**src/hdl/rail_seq_pkg.sv**
```systemverilog
// constants and types shared by the four-rail sequencer
// assumes a 125 MHz control clock; timer counts are derived from it
package rail_seq_pkg;
   localparam int unsigned CLOCK_HZ = 125000000;
   localparam int unsigned RAIL_COUNT = 4;
   // times in their printed units
   localparam int unsigned WAKE_US = 420;
   localparam int unsigned GAP_US = 500;
   localparam int unsigned HOLD_MS = 50;
   localparam int unsigned TRIP_DELAY_MS = 5;
   localparam int unsigned SAFETY_S = 2;
   // derived cycle counts
   localparam int unsigned WAKE_CYC = WAKE_US * (CLOCK_HZ / 1000000);
   localparam int unsigned GAP_CYC = GAP_US * (CLOCK_HZ / 1000000);
   localparam int unsigned HOLD_CYC = HOLD_MS * (CLOCK_HZ / 1000);
   localparam int unsigned TRIP_DELAY_CYC = TRIP_DELAY_MS * (CLOCK_HZ / 1000);
   localparam int unsigned SAFETY_CYC = SAFETY_S * CLOCK_HZ;
   localparam int TIMER_WIDTH = 32;
   // rail 3 target codes on the select output
   localparam logic RAIL3_LOW_SETTING = 1'h0;
   localparam logic RAIL3_HIGH_SETTING = 1'h1;

   // one-hot sequencer states
   typedef enum logic [5:0] {
      ST_SHUTDOWN = 6'h01, // references off, all rails off
      ST_WAKE = 6'h02,     // references settling
      ST_ACTIVE = 6'h04,   // rails follow their enables
      ST_TRIP_WAIT = 6'h08, // fault seen, good low, converters still on
      ST_FAULT_OFF = 6'h10, // converters off, waiting for fault to end
      ST_RESTART = 6'h20   // ordered start 1,2,3,4
   } seq_state_type;
endpackage : rail_seq_pkg

```
**src/hdl/quad_rail_sequencer_supervisor.sv**
```systemverilog
// four-rail step-down supervisor: wake-up, per-rail control, power-good, faults
// assumes analog comparators and pins arrive asynchronous; long timers are
// parameters so simulation can shorten them
`timescale 1ns/1ps
`default_nettype none

// Notes on behaviour
// - first enable waits wake delay before start
// - enable while active starts rail immediately
// - good released when rail reaches rising threshold
// - good drops below falling, returns above rising
// - good low stays low for hold time
// - enable low drops good, stops converter
// - discharge pulldown only while enable low
// - all enables low enters shutdown, references off
// - rail three target follows voltage select
// - overheat drops good, stops after delay
// - overheat clear waits safety interval before restart
// - restart order 1,2,3,4 with fixed gap
// - input low stops all now, restarts on clear
// - input low release after hold and settle
// - input high drops good, stops if persisting
// - short input high keeps converters, holds good
// - input high release after hold and settle
// - good outputs pull low only, else float
// - wake delay runs from enable to switching
module quad_rail_sequencer_supervisor
   import rail_seq_pkg::*;
#(
   parameter int unsigned WAKE_CYCLES = WAKE_CYC,
   parameter int unsigned GAP_CYCLES = GAP_CYC,
   parameter int unsigned HOLD_CYCLES = HOLD_CYC,
   parameter int unsigned TRIP_CYCLES = TRIP_DELAY_CYC,
   parameter int unsigned SAFETY_CYCLES = SAFETY_CYC
)
(
   input wire logic clock,
   input wire logic resetn,
   input wire logic [3:0] rail_enable_in,       // host enables, asynchronous
   input wire logic rail3_voltage_select,        // rail 3 setting pin
   input wire logic [3:0] rail_feedback_node,    // in-regulation comparators
   input wire logic overheat_trip,               // thermal comparator
   input wire logic input_low_lockout,           // input undervoltage
   input wire logic input_high_trip,             // input overvoltage
   output logic [3:0] rail_good_out,             // open-drain output value (always 0)
   output logic [3:0] rail_good_oe,              // low = pulling pin low
   output logic [3:0] converter_run,             // per-rail converter on
   output logic [3:0] discharge_on,              // per-rail output pulldown
   output logic reference_on,                    // internal references powered
   output logic rail3_target_high                // rail 3 target setting
);

   ////////////////////////////////////////////////////////////////////////
   // elaboration checks
   if (WAKE_CYCLES < 1 || GAP_CYCLES < 1 || HOLD_CYCLES < 1 ||
       TRIP_CYCLES < 1 || SAFETY_CYCLES < 1 ||
       64'(SAFETY_CYCLES) >= (64'h1 << TIMER_WIDTH))
   begin : g_bad_param
      $error("timer parameters must be at least one cycle and fit the timer");
   end

   ////////////////////////////////////////////////////////////////////////
   // state record
   typedef struct packed {
      logic [3:0] en_s1;            // first synchroniser stage
      logic [3:0] en_s2;            // synchronised enables
      logic [3:0] fb_s1;
      logic [3:0] fb_s2;
      logic [2:0] flt_s1;           // overheat, input low, input high
      logic [2:0] flt_s2;
      logic sel_s1;
      logic sel_s2;
      seq_state_type state;
      logic [TIMER_WIDTH-1:0] timer; // shared sequencing timer
      logic [1:0] next_rail;          // restart pointer
      logic [3:0] run;                // converter enables
      logic [3:0] good;               // released power-good
      logic [3:0][TIMER_WIDTH-1:0] hold; // per-rail hold-off counters
      logic sel;
      logic ref_on;
      logic tripped_overheat;         // overheat caused this fault
   } core_type;

   core_type q;
   core_type d;

   logic [3:0] en;
   logic [3:0] fb;
   logic heat;
   logic lowin;
   logic highin;
   logic any_fault;

   // only second stages are read by logic
   assign en = q.en_s2;
   assign fb = q.fb_s2;
   assign heat = q.flt_s2[0];
   assign lowin = q.flt_s2[1];
   assign highin = q.flt_s2[2];
   assign any_fault = heat | lowin | highin;

   ////////////////////////////////////////////////////////////////////////
   // next-state logic
   always_comb
   begin
      d = q;
      // two-stage synchronisers for every outside input
      d.en_s1 = rail_enable_in;
      d.en_s2 = q.en_s1;
      d.fb_s1 = rail_feedback_node;
      d.fb_s2 = q.fb_s1;
      d.flt_s1 = {input_high_trip, input_low_lockout, overheat_trip};
      d.flt_s2 = q.flt_s1;
      d.sel_s1 = rail3_voltage_select;
      d.sel_s2 = q.sel_s1;
      d.sel = q.sel_s2; // rail 3 target follows the select pin
      if (q.timer != '0)
      begin
         d.timer = q.timer - 1'b1; // delays all counted on this clock
      end

      // per-rail power-good qualification
      for (int i = 0; i < RAIL_COUNT; i++)
      begin
         if (q.hold[i] != '0)
         begin
            d.hold[i] = q.hold[i] - 1'b1;
         end
         if (!q.run[i] || !fb[i] || !en[i])
         begin
            // below falling threshold, off, disabled or not yet up: pull low
            d.good[i] = 1'b0;
         end
         else if (q.hold[i] == '0)
         begin
            // settled output released once hold has expired
            d.good[i] = 1'b1;
         end
      end

      case (q.state)
         ST_SHUTDOWN:
         begin
            d.run = '0;
            d.ref_on = 1'b0; // references off while all enables low
            if (en != '0 && !lowin)
            begin
               d.ref_on = 1'b1;
               d.timer = TIMER_WIDTH'(WAKE_CYCLES); // wake delay from enable
               d.state = ST_WAKE;
            end
         end
         ST_WAKE:
         begin
            if (en == '0)
            begin
               d.state = ST_SHUTDOWN;
            end
            else if (any_fault)
            begin
               d.state = ST_FAULT_OFF;
               d.tripped_overheat = heat;
            end
            else if (q.timer == '0)
            begin
               d.run = en; // references settled, switching starts
               d.state = ST_ACTIVE;
            end
         end
         ST_ACTIVE:
         begin
            // rails follow enables directly, no wake delay
            d.run = en;
            if (lowin)
            begin
               d.run = '0; // input low stops everything at once
               d.good = '0;
               d.state = ST_FAULT_OFF;
               d.tripped_overheat = 1'b0;
            end
            else if (heat || highin)
            begin
               d.good = '0; // good drops at once, converters keep running
               d.timer = TIMER_WIDTH'(TRIP_CYCLES);
               d.state = ST_TRIP_WAIT;
            end
            else if (en == '0)
            begin
               d.state = ST_SHUTDOWN;
            end
         end
         ST_TRIP_WAIT:
         begin
            d.run = en;
            d.good = '0;
            if (lowin)
            begin
               d.run = '0;
               d.tripped_overheat = 1'b0;
               d.state = ST_FAULT_OFF;
            end
            else if (!heat && !highin)
            begin
               // brief input high: converters never stopped, hold still runs
               d.state = ST_ACTIVE;
            end
            else if (q.timer == '0)
            begin
               // persisted for the trip delay: shut everything down
               d.run = '0;
               d.tripped_overheat = heat;
               d.state = ST_FAULT_OFF;
            end
         end
         ST_FAULT_OFF:
         begin
            d.run = '0;
            if (any_fault)
            begin
               d.tripped_overheat = q.tripped_overheat | heat;
               // overheat restart waits the safety interval after clearing
               d.timer = (q.tripped_overheat | heat) ? TIMER_WIDTH'(SAFETY_CYCLES) : '0;
            end
            else if (en == '0)
            begin
               d.state = ST_SHUTDOWN;
            end
            else if (q.timer == '0)
            begin
               d.next_rail = 2'h0;
               d.state = ST_RESTART; // restart on clear
            end
         end
         ST_RESTART:
         begin
            if (any_fault)
            begin
               // abort the sequence and take the fault path
               d.run = '0;
               d.good = '0;
               d.tripped_overheat = heat;
               d.timer = '0;
               d.state = ST_FAULT_OFF;
            end
            else if (en == '0)
            begin
               d.state = ST_SHUTDOWN; // no rail wanted: references go off
            end
            else if (q.timer == '0)
            begin
               // rails 1..4 in order, gap between each start
               d.run[q.next_rail] = en[q.next_rail];
               d.timer = TIMER_WIDTH'(GAP_CYCLES);
               d.next_rail = q.next_rail + 2'h1;
               if (q.next_rail == 2'h3)
               begin
                  d.timer = '0;
                  d.state = ST_ACTIVE;
               end
            end
            d.run = d.run & en; // a dropped enable stops its rail at once
         end
         default:
         begin
            d.state = ST_SHUTDOWN;
            d.run = '0;
         end
      endcase
      if (d.state != ST_ACTIVE && d.state != ST_RESTART && d.state != ST_TRIP_WAIT)
      begin
         d.good = '0;
      end
      // any fall of a released good restarts its hold, whatever the cause;
      // fault paths clear good directly, so the hold cannot be armed earlier
      for (int i = 0; i < RAIL_COUNT; i++)
      begin
         if (q.good[i] && !d.good[i])
         begin
            d.hold[i] = TIMER_WIDTH'(HOLD_CYCLES);
         end
      end
   end

   ////////////////////////////////////////////////////////////////////////
   // state register
   always_ff @(posedge clock or negedge resetn)
   begin
      if (!resetn)
      begin
         q <= '0;
         q.state <= ST_SHUTDOWN;
      end
      else
      begin
         q <= d;
      end
   end

   ////////////////////////////////////////////////////////////////////////
   // outputs
   assign rail_good_out = '0;                // open-drain: only ever pulls low
   assign rail_good_oe = q.good;             // enable low = driving low
   assign converter_run = q.run;
   assign discharge_on = ~q.en_s2 | ~q.run & ~q.en_s2; // pulldown while enable low
   assign reference_on = q.ref_on;
   assign rail3_target_high = q.sel ? RAIL3_HIGH_SETTING : RAIL3_LOW_SETTING;

endmodule : quad_rail_sequencer_supervisor

`default_nettype wire

```
**config.mk**
```make
export PLATFORM = sky130hd
export DESIGN_NAME = quad_rail_sequencer_supervisor
export DESIGN_NICKNAME = d
export VERILOG_FILES = /design/src/hdl/rail_seq_pkg.sv /design/src/hdl/quad_rail_sequencer_supervisor.sv
export SDC_FILE = /design/constraint.sdc
export NUM_CORES = 1
export LEC_CHECK = 0
export ABC_AREA = 1
export BUFFER_PORTS_ARGS = -buffer_cell sky130_fd_sc_hd__buf_2
export CORE_ASPECT_RATIO = 0.9
export CORE_MARGIN = 2
export CORE_UTILIZATION = 66
export CTS_BUF_LIST = sky130_fd_sc_hd__clkbuf_16
export DETAILED_ROUTE_END_ITERATION = 10
export PLACE_DENSITY = 0.84
export REMOVE_ABC_BUFFERS = 1
export SLEW_MARGIN = 40
export SYNTH_ARGS = -nofsm -noshare
export SYNTH_HDL_FRONTEND = slang
export SYNTH_SLANG_ARGS = --single-unit
```
**constraint.sdc**
```tcl
create_clock -name clock -period 5.8 [get_ports clock]
set_input_delay 0.29 -clock clock [delete_from_list [all_inputs] [get_ports clock]]
set_output_delay 0.29 -clock clock [all_outputs]
set_load 0.01 [all_outputs]
```
==> results.cfg <==
[cells_and_area]
syn_to_final_growth_pct = 9.352
most-common-layout-cells = 267 x nor2_1, 262 x nand2_1, 202 x dfrtp_1, 182 x inv_1, 109 x nand3_1
drive_above_1_share = 0.1257
n_antenna_cell = 0
finalNetCount = 1574
layout_commonest_cell = nor2_1
fin_util = 0.7344

[sta]
fin_ws_ns = 2.915
period_share = 0.4974
rsz0062_at_grt = false
drv_slew = 0
worst_hold_slack_ns = 0.3512
hold_violations = 0
setup-tns-final_ns = 0
fmax_mhz = 346.6
finClkSkew_ns = 0.007926
period_needed_ns = 2.885
slew_headroom = 0.4658
setup-violations-final = 0
worstMarginPinSlew_ns = 0.7983

[die]
boundaryPins = 32
row_count = 46
initial_utilization = 0.6716
dieArea_um2 = 19010
core_area_um2 = 17610
die_w_um = 145.1
die_h_um = 131

[synthesis]
netlist_top_cells_area = dfrtp_1 43%, nor2_1 8.5%, nand2_1 8.3%, xor2_1 5.8%, inv_1 5.7%
synth_flop_cell = dfrtp_1
synth_mux_area_frac = 0
avgSynthCellArea_um2 = 7.848
synthAdderAreaFrac = 0.01587
synth-simple-area-share = 0.3045
ys_types = 50
synth.cell_area_um2 = 11830
synth_edf_count = 0
synth_compound_area_frac = 0.09002
synthDominantAreaCellType = dfrtp_1
synth-seq-cells = 203
synth_cells = 1507
yosys_warnings = 0
ys_seq_area_frac = 0.4296
async_reset_ff_frac = 1.000
synthXorXnorAreaFrac = 0.07701
synth_top_family_by_area = simple AND/OR/NAND/NOR gates
synth_top_area_share = 0.4274

[run_status]
status = finished, final reports clean

[placed_design]
dp_worst_setup_slack_ns = 2.953
dpl.hpwl_um = 18930
io_buffers = 27
gp_congestion = 0.9804

[pwr]
p_leak_nw = 6.305
ir_drop_v = 0.0003502
power.density_nw_per_um2 = 473.9

[clocking]
clkTransAtPathRegs_ns = 0.06
max-clock-path-buffers = 3
cts_buffers = 21
postCtsHoldBufs = 13
cts_tree = done
clk_latency_ns = 0.50
postCtsSetupBuffers = 0
cts_resized = 0
htree_num_levels = 1
cts_root_buf = clkbuf_16
cts_sinks = 203

[critical_path]
rr_endpoint = q[108]
critPathMaxFanout = 22
rr_worst_depth = 10
crit_path_start_kind = flop
ff2ff_setup_slack_ns = 2.91
critical_path_class = flop to flop
endpoint = q[108]
cp-end-kind = flop
crit_arrival_ns = 3.25
cp-startpoint = q[108]
required_ns = 6.16
reg2reg_from = q[108]

[hold_path]
whs_path_depth = 0
min_path_type = flop to flop

[global_routing]
grt_pass1_vias = 9498
antenna_found_initial = 0
gr-total-overflow = 0
grt_use_met3 = 0.05625
met1_usage = 0.3979
busiest_layer = met2
grt_pass1_wl_um = 44950
grt_usage = 0.2851
grt_max_degree = 81
grtUsageMet2 = 0.4655

[drt]
vias = 10020
drtPass1Iterations = 6
wl_um = 26460
ant_nets = 0
drtIter0Drc = 744
vias_per_cell = 5.568
drc_errors = 0
wl_per_cell_um = 14.71

[run]
maxCapViolations = 0
critical path, cell delays in order, from the launching register on:
cell     delay, ns
dfrtp_1       0.40
nor2_1        0.27
nand2_1       0.12
nor2_1        0.20
nand2_1       0.09
nor2_1        0.63
o21ai_0       0.16
nor2_1        0.21
nand2_4       0.25
nand2_2       0.29
o21ai_0       0.13
metal layers:
layer | wire length [um] | vias up | share of wire
met2 | 12150 | 380 | 0.46
met3 | 2065 | 54 | 0.078
met1 | 11710 | 4679 | 0.44
met4 | 531 | 0 | 0.020
li1 | - | 4903 | -
met5 | 0 | - | 0
cell type report:
cell class	instances	area (um^2)
Timing Repair Buffer	46	331.6
Clock buffer	21	525.5
Tap cell	240	300.3
Multi-Input combinational cell	1082	5787
Clock inverter	16	191.4
Inverter	191	716.9
Fill cell	1340	4678
Sequential cell	203	5081
kinds of logic after synthesis:
kind of cell	after synthesis
AO/OA/AOI/OAI	158
flip-flops	203
buffers and inverters	225
other	1
adder cells (fa/ha/maj)	15
XOR/XNOR	104
AND/OR/NAND/NOR	801
flip-flops by register name (all words and copies together), names as in the netlist:
| signal | flops |
|---|---|
| lowin | 1 |
| q | 170 |
| en | 4 |
| reference_on | 1 |
| fb | 4 |
| highin | 1 |
| rail_good_oe | 4 |
| converter_run | 4 |
| d | 13 |
| heat | 1 |
cells in the mapped netlist (3+ instances only):
cell type	instances
a21oi_1	22
a21oi_2	58
a31oi_1	3
buf_4	15
buf_6	10
clkbuf_1	7
dfrtp_1	202
ha_1	15
inv_1	179
inv_2	12
nand2_1	262
nand2_2	8
nand2_4	3
nand3_1	109
nand3_2	5
nand3b_1	3
nand4_1	39
nor2_1	267
nor2_2	20
nor2_4	3
nor3_1	44
nor3_2	3
nor4_1	15
o211ai_1	3
o21ai_0	49
o21ai_1	8
or2_2	11
xnor2_1	26
xor2_1	78
worst min-delay path by stage:
stage | slack, ns | start | end
after floorplan | -0.006 | resetn | converter_run[0]
after global routing | 0.36 | d[189] | fb[2]
after global placement | 0.33 | d[181] | heat
final | 0.35 | d[188] | fb[1]
after CTS | 0.35 | d[188] | fb[1]
after detailed placement | 0.34 | d[196] | en[1]
power by group:
part	total (mW)	internal, mW	switching, mW
sequential	2.39	1.91	0.482
combinational	2.34	0.857	1.48
clock	1.40	0.842	0.559
total	6.13	3.60	2.52
metrics by stage:
step	cell area (um^2)	instances	total power, mW
2_1_floorplan	11580	1476	4.123
3_3_place_gp	12060	1748	4.580
3_5_place_dp	12090	1749	4.673
4_1_cts	12930	1799	6.121
5_1_grt	12930	1799	6.609
6_report	12930	1799	6.129
Power figures use the tool's default switching activity.
